File: config.mk
export PLATFORM = sky130hd
export DESIGN_NAME = dmac_channel
export DESIGN_NICKNAME = d
export VERILOG_FILES = /design/src/verilog/dmac_pkg.sv /design/src/verilog/dmac_channel.sv
export VERILOG_INCLUDE_DIRS = /design/src /design/src/verilog
export SDC_FILE = /design/constraint.sdc
export NUM_CORES = 1
export LEC_CHECK = 0
export BUFFER_PORTS_ARGS = -buffer_cell sky130_fd_sc_hd__buf_2
export CORE_ASPECT_RATIO = 1.4
export CORE_MARGIN = 2
export CORE_UTILIZATION = 64
export CTS_CLUSTER_SIZE = 10
export DETAILED_ROUTE_END_ITERATION = 16
export PLACE_DENSITY = 0.94
export SLEW_MARGIN = 20
export SYNTH_ARGS = -nofsm -noshare
export SYNTH_HDL_FRONTEND = slang
export SYNTH_SLANG_ARGS = --single-unit
File: constraint.sdc
create_clock -name clk -period 7.1 [get_ports clk]
set_input_delay 0.71 -clock clk [delete_from_list [all_inputs] [get_ports clk]]
set_output_delay 0.71 -clock clk [all_outputs]
set_load 0.02 [all_outputs]
File: src/verilog/dmac_regs.svh
`ifndef DMAC_REGS_SVH
`define DMAC_REGS_SVH
// register indices on the plain register port
`define DMAC_OFS_CTRL 4'h0
`define DMAC_OFS_A_LO 4'h1
`define DMAC_OFS_A_HI 4'h2
`define DMAC_OFS_B_LO 4'h3
`define DMAC_OFS_B_HI 4'h4
`define DMAC_OFS_LEN 4'h5
`define DMAC_OFS_INTCNT 4'h6
`define DMAC_OFS_IDX 4'h7
`define DMAC_OFS_STAT 4'h8
`define DMAC_OFS_MASK 4'h9
// control field positions
`define DMAC_CTRL_RUN 0
`define DMAC_CTRL_IRQ_ALLOW 3
`define DMAC_CTRL_TRIG 4
`define DMAC_CTRL_B_STEP 5
`define DMAC_CTRL_A_STEP 6
`define DMAC_CTRL_CIRC 7
`define DMAC_CTRL_PACE 11
// writable control bits, 15:12 read as zero
`define DMAC_CTRL_WMASK 16'h0fff
`define DMAC_CTRL_RST 16'h0000
// status bits
`define DMAC_ST_MATCH 0
`define DMAC_ST_DONE 1
`define DMAC_ST_RST 2'h0
// channel count and wait cycles after a store
`define DMAC_NCH 4
`define DMAC_PACE_CYC 1
`endif

File: src/verilog/dmac_pkg.sv
package dmac_pkg;
  // control register layout
  typedef struct packed {
    logic [3:0] rsvd;
    logic pace;
    logic [2:0] prio;
    logic circ;
    logic a_step;
    logic b_step;
    logic trig;
    logic irq_allow;
    logic [1:0] width;
    logic run;
  } dmac_ctrl_t;
  // one bus access issued by the channel
  typedef struct packed {
    logic [31:0] addr;
    logic we;
    logic [1:0] size;
    logic [31:0] wdata;
  } dmac_bus_cmd_t;
  // channel sequencing states
  typedef enum logic [2:0] {
    ST_IDLE, ST_WAIT_REQ, ST_ARB, ST_READ, ST_WRITE, ST_PACE
  } dmac_state_t;
endpackage

File: src/verilog/dmac_channel.sv
`timescale 1ns/1ps
`include "dmac_regs.svh"
// How it works
// - pacing bit adds wait after each store but the last
// - trigger mode makes pacing bit irrelevant
// - bits 10:8 priority, larger value wins
// - equal priority: lower channel number wins
// - non-circular: stop after length, clear run
// - circular with trigger mode: reset index, restart, keep run
// - A step by 1/2/4 per width
// - B step by width bytes, else fixed
// - immediate start, or wait peripheral request
// - interrupt only with allow bit set
// - width field picks 1, 2, 4 bytes
// - run bit zero: channel idle, clocks off
// - hardware clears run unless circular with trigger mode
// - no pacing: hold bus against lower masters
// - interrupt when count equals index, pre-increment
// - length N moves N plus one items
module dmac_channel import dmac_pkg::*; #(
  parameter int CH_ID = 0
) (
  // clock and reset
  input wire logic clk,
  input wire logic sys_rst,
  // register port
  input wire logic [3:0] reg_addr,
  input wire logic [15:0] reg_wdata,
  input wire logic reg_wr,
  input wire logic reg_rd,
  output logic [15:0] reg_rdata,
  // peripheral request from the request multiplexer
  input wire logic periph_req,
  // channel arbitration among all channels
  input wire logic [`DMAC_NCH-1:0] all_req,
  input wire logic [3*`DMAC_NCH-1:0] all_prio,
  output logic chan_req,
  output logic [2:0] chan_prio,
  // system bus master
  output logic bus_req,
  output logic bus_lock,
  input wire logic bus_gnt,
  output logic bus_valid,
  output dmac_bus_cmd_t bus_cmd,
  input wire logic bus_ack,
  input wire logic [31:0] bus_rdata,
  // clock gate enable and interrupt
  output logic clk_en,
  output logic irq
);

  // byte count per item, reserved code acts as one byte
  function automatic logic [2:0] item_bytes(input logic [1:0] w);
    case (w)
      2'h1: item_bytes = 3'h2;
      2'h2: item_bytes = 3'h4;
      default: item_bytes = 3'h1;
    endcase
  endfunction

  // address of item idx from a start address
  function automatic logic [31:0] item_addr(input logic [31:0] base, input logic step,
                                            input logic [15:0] idx, input logic [1:0] w);
    logic [31:0] ofs;
    // offset is the index times the item size in bytes
    ofs = 32'(idx) * 32'(item_bytes(w));
    // a cleared step bit keeps the address on the start
    item_addr = step ? base + ofs : base;
  endfunction

  // programmed registers
  dmac_ctrl_t ctrl_ff; // control word
  logic [31:0] a_start_ff; // source start
  logic [31:0] b_start_ff; // destination start
  logic [15:0] len_ff; // length minus one
  logic [15:0] intcnt_ff; // interrupt match count
  logic [15:0] idx_ff; // item index
  logic [1:0] stat_ff; // sticky events
  logic [1:0] mask_ff; // event mask
  logic [15:0] rdata_ff; // read return
  // sequencing
  dmac_state_t state_ff; // channel state
  logic [1:0] pace_cnt_ff; // wait cycles left
  dmac_bus_cmd_t cmd_ff; // registered bus command

  // decoded strobes and events
  logic wr_ctrl;
  logic item_done;
  logic last_item;
  logic wrap;
  logic [1:0] ev_set;
  logic pace_eff;
  logic win;

  // software write to the control word
  assign wr_ctrl = reg_wr && reg_addr == `DMAC_OFS_CTRL;
  // a store finishes one item
  assign item_done = state_ff == ST_WRITE && bus_ack;
  // last item when the index reaches the programmed length
  assign last_item = idx_ff == len_ff;
  // circular repeat only counts with request trigger
  assign wrap = ctrl_ff.circ && ctrl_ff.trig;
  // pacing only counts in immediate-start mode
  assign pace_eff = ctrl_ff.pace && !ctrl_ff.trig;

  // win when no other requester outranks this channel
  always_comb begin
    win = 1'b1;
    for (int i = 0; i < `DMAC_NCH; i++) begin
      // own request line is skipped
      if (i != CH_ID && all_req[i]) begin
        if (all_prio[3*i +: 3] > ctrl_ff.prio) begin
          win = 1'b0;
        end else if (all_prio[3*i +: 3] == ctrl_ff.prio && i < CH_ID) begin
          win = 1'b0;
        end
      end
    end
  end

  // event sources, match gated by the allow bit
  always_comb begin
    ev_set = 2'h0;
    ev_set[`DMAC_ST_MATCH] = item_done && ctrl_ff.irq_allow
                             && intcnt_ff == idx_ff;
    ev_set[`DMAC_ST_DONE] = item_done && last_item && ctrl_ff.irq_allow;
  end

  // control register, software write beats hardware clear
  always_ff @(posedge clk) begin
    if (sys_rst) begin
      ctrl_ff <= dmac_ctrl_t'(`DMAC_CTRL_RST);
    end else if (wr_ctrl) begin
      ctrl_ff <= dmac_ctrl_t'(reg_wdata & `DMAC_CTRL_WMASK);
    end else if (item_done && last_item && !wrap) begin
      ctrl_ff.run <= 1'b0;
    end
  end

  // address, length and count registers
  always_ff @(posedge clk) begin
    if (sys_rst) begin
      a_start_ff <= 32'h0;
      b_start_ff <= 32'h0;
      len_ff <= 16'h0;
      intcnt_ff <= 16'h0;
    end else if (reg_wr) begin
      case (reg_addr)
        `DMAC_OFS_A_LO: a_start_ff[15:0] <= reg_wdata;
        `DMAC_OFS_A_HI: a_start_ff[31:16] <= reg_wdata;
        `DMAC_OFS_B_LO: b_start_ff[15:0] <= reg_wdata;
        `DMAC_OFS_B_HI: b_start_ff[31:16] <= reg_wdata;
        `DMAC_OFS_LEN: len_ff <= reg_wdata;
        `DMAC_OFS_INTCNT: intcnt_ff <= reg_wdata;
        default: ;
      endcase
    end
  end

  // sticky status with write-one-to-clear, set wins; mask
  always_ff @(posedge clk) begin
    if (sys_rst) begin
      stat_ff <= `DMAC_ST_RST;
      mask_ff <= 2'h0;
    end else begin
      if (reg_wr && reg_addr == `DMAC_OFS_STAT) begin
        stat_ff <= (stat_ff & ~reg_wdata[1:0]) | ev_set;
      end else begin
        stat_ff <= stat_ff | ev_set;
      end
      if (reg_wr && reg_addr == `DMAC_OFS_MASK) begin
        mask_ff <= reg_wdata[1:0];
      end
    end
  end

  // read data, valid the cycle after the strobe
  always_ff @(posedge clk) begin
    if (sys_rst) begin
      rdata_ff <= 16'h0;
    end else if (reg_rd) begin
      case (reg_addr)
        `DMAC_OFS_CTRL: rdata_ff <= ctrl_ff;
        `DMAC_OFS_A_LO: rdata_ff <= a_start_ff[15:0];
        `DMAC_OFS_A_HI: rdata_ff <= a_start_ff[31:16];
        `DMAC_OFS_B_LO: rdata_ff <= b_start_ff[15:0];
        `DMAC_OFS_B_HI: rdata_ff <= b_start_ff[31:16];
        `DMAC_OFS_LEN: rdata_ff <= len_ff;
        `DMAC_OFS_INTCNT: rdata_ff <= intcnt_ff;
        `DMAC_OFS_IDX: rdata_ff <= idx_ff;
        `DMAC_OFS_STAT: rdata_ff <= {14'h0, stat_ff};
        `DMAC_OFS_MASK: rdata_ff <= {14'h0, mask_ff};
        default: rdata_ff <= 16'h0; // unmapped reads zero
      endcase
    end else begin
      rdata_ff <= 16'h0;
    end
  end

  // item index: advance per item, back to zero at the end
  always_ff @(posedge clk) begin
    if (sys_rst) begin
      idx_ff <= 16'h0;
    end else if (!ctrl_ff.run) begin
      idx_ff <= 16'h0;
    end else if (item_done) begin
      idx_ff <= last_item ? 16'h0 : idx_ff + 16'h1;
    end
  end

  // channel sequencer
  always_ff @(posedge clk) begin
    if (sys_rst) begin
      state_ff <= ST_IDLE;
      pace_cnt_ff <= 2'h0;
    end else if (!ctrl_ff.run) begin
      state_ff <= ST_IDLE;
    end else begin
      case (state_ff)
        // start at once or wait for a request
        ST_IDLE: begin
          state_ff <= ctrl_ff.trig ? ST_WAIT_REQ : ST_ARB;
        end
        ST_WAIT_REQ: begin
          if (periph_req) begin
            state_ff <= ST_ARB;
          end
        end
        // contend for the bus before every item
        ST_ARB: begin
          if (win && bus_gnt) begin
            state_ff <= ST_READ;
          end
        end
        // fetch from the A side, then store
        ST_READ: begin
          if (bus_ack) begin
            state_ff <= ST_WRITE;
          end
        end
        // store done: pace, next item, wrap or stop
        ST_WRITE: begin
          if (bus_ack) begin
            if (last_item && !wrap) begin
              state_ff <= ST_IDLE;
            end else if (pace_eff) begin
              pace_cnt_ff <= 2'(`DMAC_PACE_CYC);
              state_ff <= ST_PACE;
            end else begin
              state_ff <= ctrl_ff.trig ? ST_WAIT_REQ : ST_ARB;
            end
          end
        end
        // idle cycle lets other masters take the bus
        ST_PACE: begin
          pace_cnt_ff <= pace_cnt_ff - 2'h1;
          if (pace_cnt_ff == 2'h1) begin
            state_ff <= ST_ARB;
          end
        end
        default: state_ff <= ST_IDLE;
      endcase
    end
  end

  // registered bus command for the next access
  always_ff @(posedge clk) begin
    if (sys_rst) begin
      cmd_ff <= '0;
    end else begin
      // item size follows the width field
      cmd_ff.size <= ctrl_ff.width;
      if (state_ff == ST_READ && bus_ack) begin
        cmd_ff.we <= 1'b1;
        cmd_ff.wdata <= bus_rdata;
        cmd_ff.addr <= item_addr(b_start_ff, ctrl_ff.b_step, idx_ff,
                                 ctrl_ff.width);
      end else if (state_ff != ST_READ && state_ff != ST_WRITE) begin
        cmd_ff.we <= 1'b0;
        cmd_ff.wdata <= 32'h0;
        cmd_ff.addr <= item_addr(a_start_ff, ctrl_ff.a_step, idx_ff,
                                 ctrl_ff.width);
      end
    end
  end

  // bus side outputs
  assign chan_req = state_ff == ST_ARB;
  assign chan_prio = ctrl_ff.prio;
  assign bus_req = state_ff == ST_ARB && win;
  // an access stands until its acknowledge
  assign bus_valid = state_ff == ST_READ || state_ff == ST_WRITE;
  assign bus_cmd = cmd_ff;
  // back-to-back mode keeps lower masters off between items
  assign bus_lock = ctrl_ff.run && !pace_eff && state_ff != ST_IDLE
                    && state_ff != ST_WAIT_REQ;
  // clocks of the channel run only while enabled
  assign clk_en = ctrl_ff.run;
  assign reg_rdata = rdata_ff;
  assign irq = |(stat_ff & mask_ff);

endmodule

==> out/results.tsv, run 1 <==
metric	value	unit
cts_setup_buffers	0	
drtIter0Drc	1963	
fillers	1631	
wl	46400	µm
synth_seq_cells	216	
gp_congestion	0.998	
path_class	flop to flop	
synthesis.area	0.0138	mm²
hpwlAfterDp	33000	µm
grt_pass1_wl	70200	µm
synthMuxAreaShare	1.68	%
arrival	5.74	ns
worst_pin_slew	0.998	ns
cp_num_cells	14	
die_w	128	µm
layout_commonest_cell	nand2_1	
via_count	13900	
r2r-start	ctrl_ff[1]	
firstDrtPassIters	9	
coreArea	0.0212	mm²
synth.top_cell.area_share	31.4	%
viasPerCell	6.61	
synthCells	1751	
start_util	65.0	%
finalSetupTns	0	ns
cts.sinks	216	
crit_start	ctrl_ff[1]	
outcome	finished clean	
powerDensity	165	mW/mm²
startpoint_type	flop	
cpMostUsedCell	fa_1	
synth-edff-count	0	
grt_pass1_vias	13400	
ctsRootBufferMaster	clkbuf_16	
grt_antenna_before_repair	0	
antennaDiodeCount	0	
cp-end-kind	flop	
hp-class	primary input to flop	
final_layout_size_suffix_gt1_share	12.7	%
async_reset_ff_share	0	%
post-route-util	71.6	%
crit_family	adder cells	
synth_compound_area_share	20.8	%
relSlewSlack	33.4	%
critPathSlowestCell	a2111o_1	
max_stage_delay	0.64	ns
hold_viol	0	
r2r_cells	14	
ys.flop_type	dfxtp_1	
post_cts_resized	0	
synth-simple-area-share	20.6	%
final_antenna_net_count	0	
fin_nets	2012	
path_cells	inv_1 -> ha_1 -> nand2_1 -> fa_1 -> fa_1 -> inv_1 -> fa_1 -> a21oi_2 -> o211ai_1 -> a311o_1 -> a2111o_1 -> mux2i_1 -> or3_1 -> a221oi_1	
ir_worst_vdd	0.000215	V
synth_top_family_by_area	compound AO/OA/AOI/OAI gates	
synth_adder_area_share	12.0	%
tritoncts	yes	
clk_pin_slew	0.06	ns
finalCritPeriodShare	74.7	%
min_period	5.31	ns
cts_hold_buffers	0	
cp_num_buf_inv	2	
rows	63	
grt_max_degree	122	
whs_path_depth	3	
areaGrowthSynthToFinish	10.1	%
clock_path_buffers	3	
critical_path_required	7.53	ns
finalPower	0.00250	W
synth_xor_area_share	5.72	%
numCtsBuffers	25	
grt.overflow.total	0	
drc	0	
synth_largest_area_cell	dfxtp_1	
min_from	bus_rdata[0]	
grt_setup_unrepaired	no	
ys_warn_count	0	
ctsHtreeMaxLevel	1	
crit_fanout	16	
synthTopCellsByArea	dfxtp_1 (31%), fa_1 (7.0%), nand2_1 (6.9%)	
maxClockFrequency	188	MHz
die-area	0.0228	mm²
synth_cell_type_count	79	
maxCapViolCount	0	
io_pins	167	
portBuffers	162	
mostFrequentLayoutCells	nand2_1 (255), dfxtp_1 (216), a21oi_1 (172)	
grt_use_total	39.8	%
p_leak	6.14	nW
finalClockSkew	0.0108	ns
die_h	178	µm
finalMaxSlewViolations	0	
design_area	0.0152	mm²
dpl-instance-area	0.0145	mm²
synth_seq_area_share	31.4	%
clock_latency	0.53	ns
r2r_slack	1.79	ns
finalSetupViolations	0	
route.detailed.wl_per_inst	22.1	µm
avgSynthCellArea	7.87	µm²
syn_nets	1929	
==> logic make-up after synthesis <==
| group | after synthesis |
|---|---|
| and+or+nand+nor | 610 |
| xor gates and xnor gates | 90 |
| DFF | 216 |
| AOI/OAI and AO/OA | 440 |
| muxes | 23 |
| adders and majority gates | 103 |
| buffers and inverters | 269 |
==> flip-flops by register name, summed over array words and instances, names as in the netlist <==
signal and cells:
chan_prio 3, mask_ff 2, state_ff 3, bus_cmd 67, b_start_ff 32, reg_rdata 16
ctrl_ff 8, idx_ff 16, clk_en 1, stat_ff 2, pace_cnt_ff 2, a_start_ff 32
intcnt_ff 16, len_ff 16
==> per-stage QoR <==
step	std cells	setup slack (ns)	hold slack, ns
after global placement	2067	2.03	0.445
after detailed placement	2067	1.90	0.458
after floorplan	1751	2.56	0.439
final	2096	1.79	0.434
after global routing	2096	1.62	0.449
after CTS	2096	1.87	0.428
==> cells in the mapped netlist, drive strengths merged, types with 29 or more instances <==
cell type / n
nand2: 257
dfxtp: 216
a21oi: 175
inv: 148
nor2: 115
clkbuf: 105
nand3: 71
a22oi: 62
xnor2: 61
and2: 57
ha: 55
o21ai: 52
fa: 48
xor2: 29
==> area by class of cell <==
cell class | instances | area (µm²) | area share [%]
Clock buffer | 28 | 647 | 4.26
Clock inverter | 1 | 8.76 | 0.0577
Inverter | 148 | 556 | 3.66
Multi-Input combinational cell | 1266 | 8400 | 55.3
Sequential cell | 216 | 4320 | 28.5
Tap cell | 260 | 325 | 2.14
Timing Repair Buffer | 177 | 930 | 6.12
==> routing by layer <==
metal  part of all wire, %  up-vias  GRT usage, %  wire length (µm)
met4                   8.1        0          28.3              3770
met2                    47      989          65.0             21700
li1                      -     6170             -                 -
met1                    35     6429          46.8             16100
met3                    11      273          7.36              4910
met5                     0        -             0                 0
==> power by group <==
part / internal, W / switching, W
sequential: 0.00122 / 0.0000145
combinational: 0.0000451 / 0.000102
clock: 0.000633 / 0.000484
total: 0.00190 / 0.000600
==> worst reg2reg max path, delay by kind of cell (launching register included) <==
kind | cells | cell delay [ns]
adder cells (fa/ha/maj) | 4 | 2.19
multiplexers | 1 | 0.18
buffers and inverters | 2 | 0.17
AO/OA/AOI/OAI | 5 | 1.74
flip-flops | 1 | 0.43
AND/OR/NAND/NOR | 2 | 0.50
==> worst paths after layout <==
check	end
max	bus_cmd[58]
min	bus_cmd[0]
max reg2reg	bus_cmd[58]
min reg2reg	bus_cmd[37]
Power figures use the tool's default switching activity.
==> run 2: changes to the inputs <==
--- a/config.mk
+++ b/config.mk
@@ -6,13 +6,14 @@
 export SDC_FILE = /design/constraint.sdc
 export NUM_CORES = 1
 export LEC_CHECK = 0
+export ABC_AREA = 1
 export BUFFER_PORTS_ARGS = -buffer_cell sky130_fd_sc_hd__buf_2
 export CORE_ASPECT_RATIO = 1.4
 export CORE_MARGIN = 2
-export CORE_UTILIZATION = 64
+export CORE_UTILIZATION = 60
 export CTS_CLUSTER_SIZE = 10
 export DETAILED_ROUTE_END_ITERATION = 16
-export PLACE_DENSITY = 0.94
+export PLACE_DENSITY = 0.89
 export SLEW_MARGIN = 20
 export SYNTH_ARGS = -nofsm -noshare
 export SYNTH_HDL_FRONTEND = slang
==> constraint.sdc (replaced) <==
create_clock -name clk -period 5.3 [get_ports clk]
set_input_delay 0.53 -clock clk [delete_from_list [all_inputs] [get_ports clk]]
set_output_delay 0.53 -clock clk [all_outputs]
set_load 0.02 [all_outputs]
==> run 2 against run 1 <==
Compared with the run above:
- register-to-register slack worse by 1.1 ns
- clock skew increased by 0.0055 ns
- largest cell class unchanged
- fmax increased by 16%
- clock-buffer cell count up 1
- sequential power up 35%
- power is 40% higher
- synthesized cell count increased by 25%
==> out/results.tsv, run 2 <==
metric	value	unit
mostFrequentLayoutCells	nand2_1 (488), inv_1 (403), a21oi_1 (253)	
synthTopCellsByArea	dfxtp_1 (30%), nand2_1 (13%), inv_1 (10%)	
portBuffers	162	
synthCells	2185	
grt_antenna_before_repair	0	
finalClockSkew	0.0163	ns
areaGrowthSynthToFinish	10.6	%
synth_largest_area_cell	dfxtp_1	
combPwrFrac	7.5	%
fillers	2164	
die_w	135	µm
cp-end-kind	flop	
path_class	flop to flop	
layout_commonest_cell	nand2_1	
timing.rr.end	bus_cmd[56]	
via_count	15400	
swShare	24.8	%
r2r_slack	0.74	ns
synth-edff-count	0	
finalSetupTns	0	ns
final_antenna_net_count	0	
holdPathEnd	bus_cmd[30]	
rows	67	
startpoint_type	flop	
ir_worst_vdd	0.000302	V
synth_seq_cells	216	
maxCapViolCount	0	
dp_cells	2563	
hp-class	primary input to flop	
finalMaxSlewViolations	0	
fin_nets	2459	
r2r-start	ctrl_ff[1]	
drc	0	
firstDrtPassIters	7	
avgSynthCellArea	6.63	µm²
cts.sinks	216	
synth_common_cells	nand2_1 (488), inv_1 (404), a21oi_1 (253), dfxtp_1 (216), o21ai_0 (179)	
path_cells	inv_1 -> ha_1 -> nand2_1 -> fa_1 -> fa_1 -> inv_1 -> fa_1 -> nand3_1 -> nand3_1 -> nand4_1 -> nand3_1 -> nand2_1 -> nand2_1 -> a21oi_1 -> o21ai_0 -> nand2_1 -> inv_1	
arrival	4.98	ns
r2r_cells	17	
crit_fanout	16	
post-route-util	67.3	%
internal_power	0.00263	W
route.detailed.wl_per_inst	20.9	µm
critPathSlowestCell	ha_1	
ctsRootBufferMaster	clkbuf_16	
hold_viol	0	
cts_hold_buffers	0	
finalCritPeriodShare	86.0	%
outcome	finished clean	
min_period	4.56	ns
whs	0.255	ns
clock_latency	0.53	ns
viasPerCell	5.94	
die-area	0.0254	mm²
p_leak	7.76	nW
antennaDiodeCount	0	
powerDensity	218	mW/mm²
final-instance-count-excl-fill	2595	
worst_pin_slew	1.01	ns
synthesis.area	0.0145	mm²
whs_path_depth	3	
largest_reg_flops	67	
numCtsBuffers	26	
drtIter0Drc	1804	
cpMostUsedCell	nand2_1	
tritoncts	yes	
syn_nets	2363	
wl	54300	µm
min_from	bus_rdata[30]	
critical_path_required	5.72	ns
maxClockFrequency	219	MHz
synth.top_cell.area_share	29.9	%
post_cts_resized	0	
clock_path_buffers	3	
yosysMostFrequentCell	nand2_1	
grt.overflow.total	0	
cts_setup_buffers	0	
grt_pass1_vias	14800	
synth_seq_area_share	29.9	%
synth_cell_type_count	47	
ys_warn_count	0	
dp_slack	0.852	ns
start_util	60.8	%
ys.flop_type	dfxtp_1	
die_h	188	µm
grt_pass1_wl	82200	µm
finalWorstSetupSlack	0.742	ns
ctsHtreeMaxLevel	1	
grt_setup_unrepaired	no	
gp_congestion	1.06	
final_layout_size_suffix_gt1_share	9.98	%
power_frac_seq	47.6	%
relSlewSlack	32.7	%
finalSetupViolations	0	
power_switching	0.000868	W
io_pins	167	
grt_use_total	42.6	%
hpwlAfterDp	41400	µm
coreArea	0.0238	mm²
max_stage_delay	0.74	ns
power_frac_clock	44.9	%
async_reset_ff_share	0	%
grt_max_degree	97	
clk_pin_slew	0.06	ns
==> run 2: changes by cell type after synthesis, sizes merged, moves of 40 or more <==
cell | before | now
a22oi | 62 | 0
nand2 | 257 | 494
inv | 148 | 407
xnor2 | 61 | 21
a21oi | 175 | 253
and2 | 57 | 4
o21ai | 52 | 179
nand3 | 71 | 135
==> run 2: final cells by class <==
type	count	area [µm²]	share of cell area (%)
Multi-Input combinational cell	1456	8180	51.0
Sequential cell	216	4320	27.0
Inverter	409	1540	9.58
Timing Repair Buffer	172	886	5.53
Clock buffer	29	693	4.33
Tap cell	310	388	2.42
Clock inverter	3	17.5	0.109
==> run 2: through the flow <==
stage / area [µm²] / power (W)
detailed placement: 15300 / 0.00195
floorplan: 14500 / 0.00184
CTS: 16000 / 0.00348
global placement: 15300 / 0.00194
global route: 16000 / 0.00358
finish: 16000 / 0.00350
==> run 2: power groups by stage <==
| stage | combinational (W) | clock, W | sequential, W |
|---|---|---|---|
| finish | 0.000262 | 0.00157 | 0.00167 |
| global route | 0.000281 | 0.00164 | 0.00167 |
| CTS | 0.000252 | 0.00157 | 0.00167 |
| detailed placement | 0.000251 | 0 | 0.00170 |
| global placement | 0.000244 | 0 | 0.00170 |
| floorplan | 0.000140 | 0 | 0.00170 |
==> run 2: worst max path at each step <==
stage,to,start,depth (start not counted),slack [ns]
CTS,bus_cmd[56],ctrl_ff[1],17,0.83
floorplan,bus_cmd[50],ctrl_ff[1],23,1.48
detailed placement,bus_cmd[56],ctrl_ff[1],17,0.85
global placement,bus_cmd[56],ctrl_ff[1],21,0.92
finish,bus_cmd[56],ctrl_ff[1],17,0.74
global route,bus_cmd[56],ctrl_ff[1],17,0.48
==> run 2: worst max-delay path, delay by kind of cell (launching register included) <==
family / cells / cell delay [ns]
and+or+nand+nor: 8 / 1.19
AOI/OAI and AO/OA: 2 / 0.38
buffers and inverters: 3 / 0.20
DFF: 1 / 0.36
adders and majority gates: 4 / 2.31
==> run 2: metal layers <==
layer / up-vias / share of wire [%] / GRT usage [%]
met3: 266 / 8.9 / 5.68
met5: - / 0 / 0
met1: 6987 / 35 / 50.1
met4: 0 / 11 / 36.9
met2: 941 / 46 / 67.8
li1: 7215 / - / -
==> run 2: cell families after synthesis <==
group / count (synthesis) / synth area share, %
AOI/OAI and AO/OA: 528 / 19.8
xor gates and xnor gates: 37 / 2.24
adders and majority gates: 103 / 11.4
buffers and inverters: 513 / 13.7
DFF: 216 / 29.9
and+or+nand+nor: 788 / 23.0
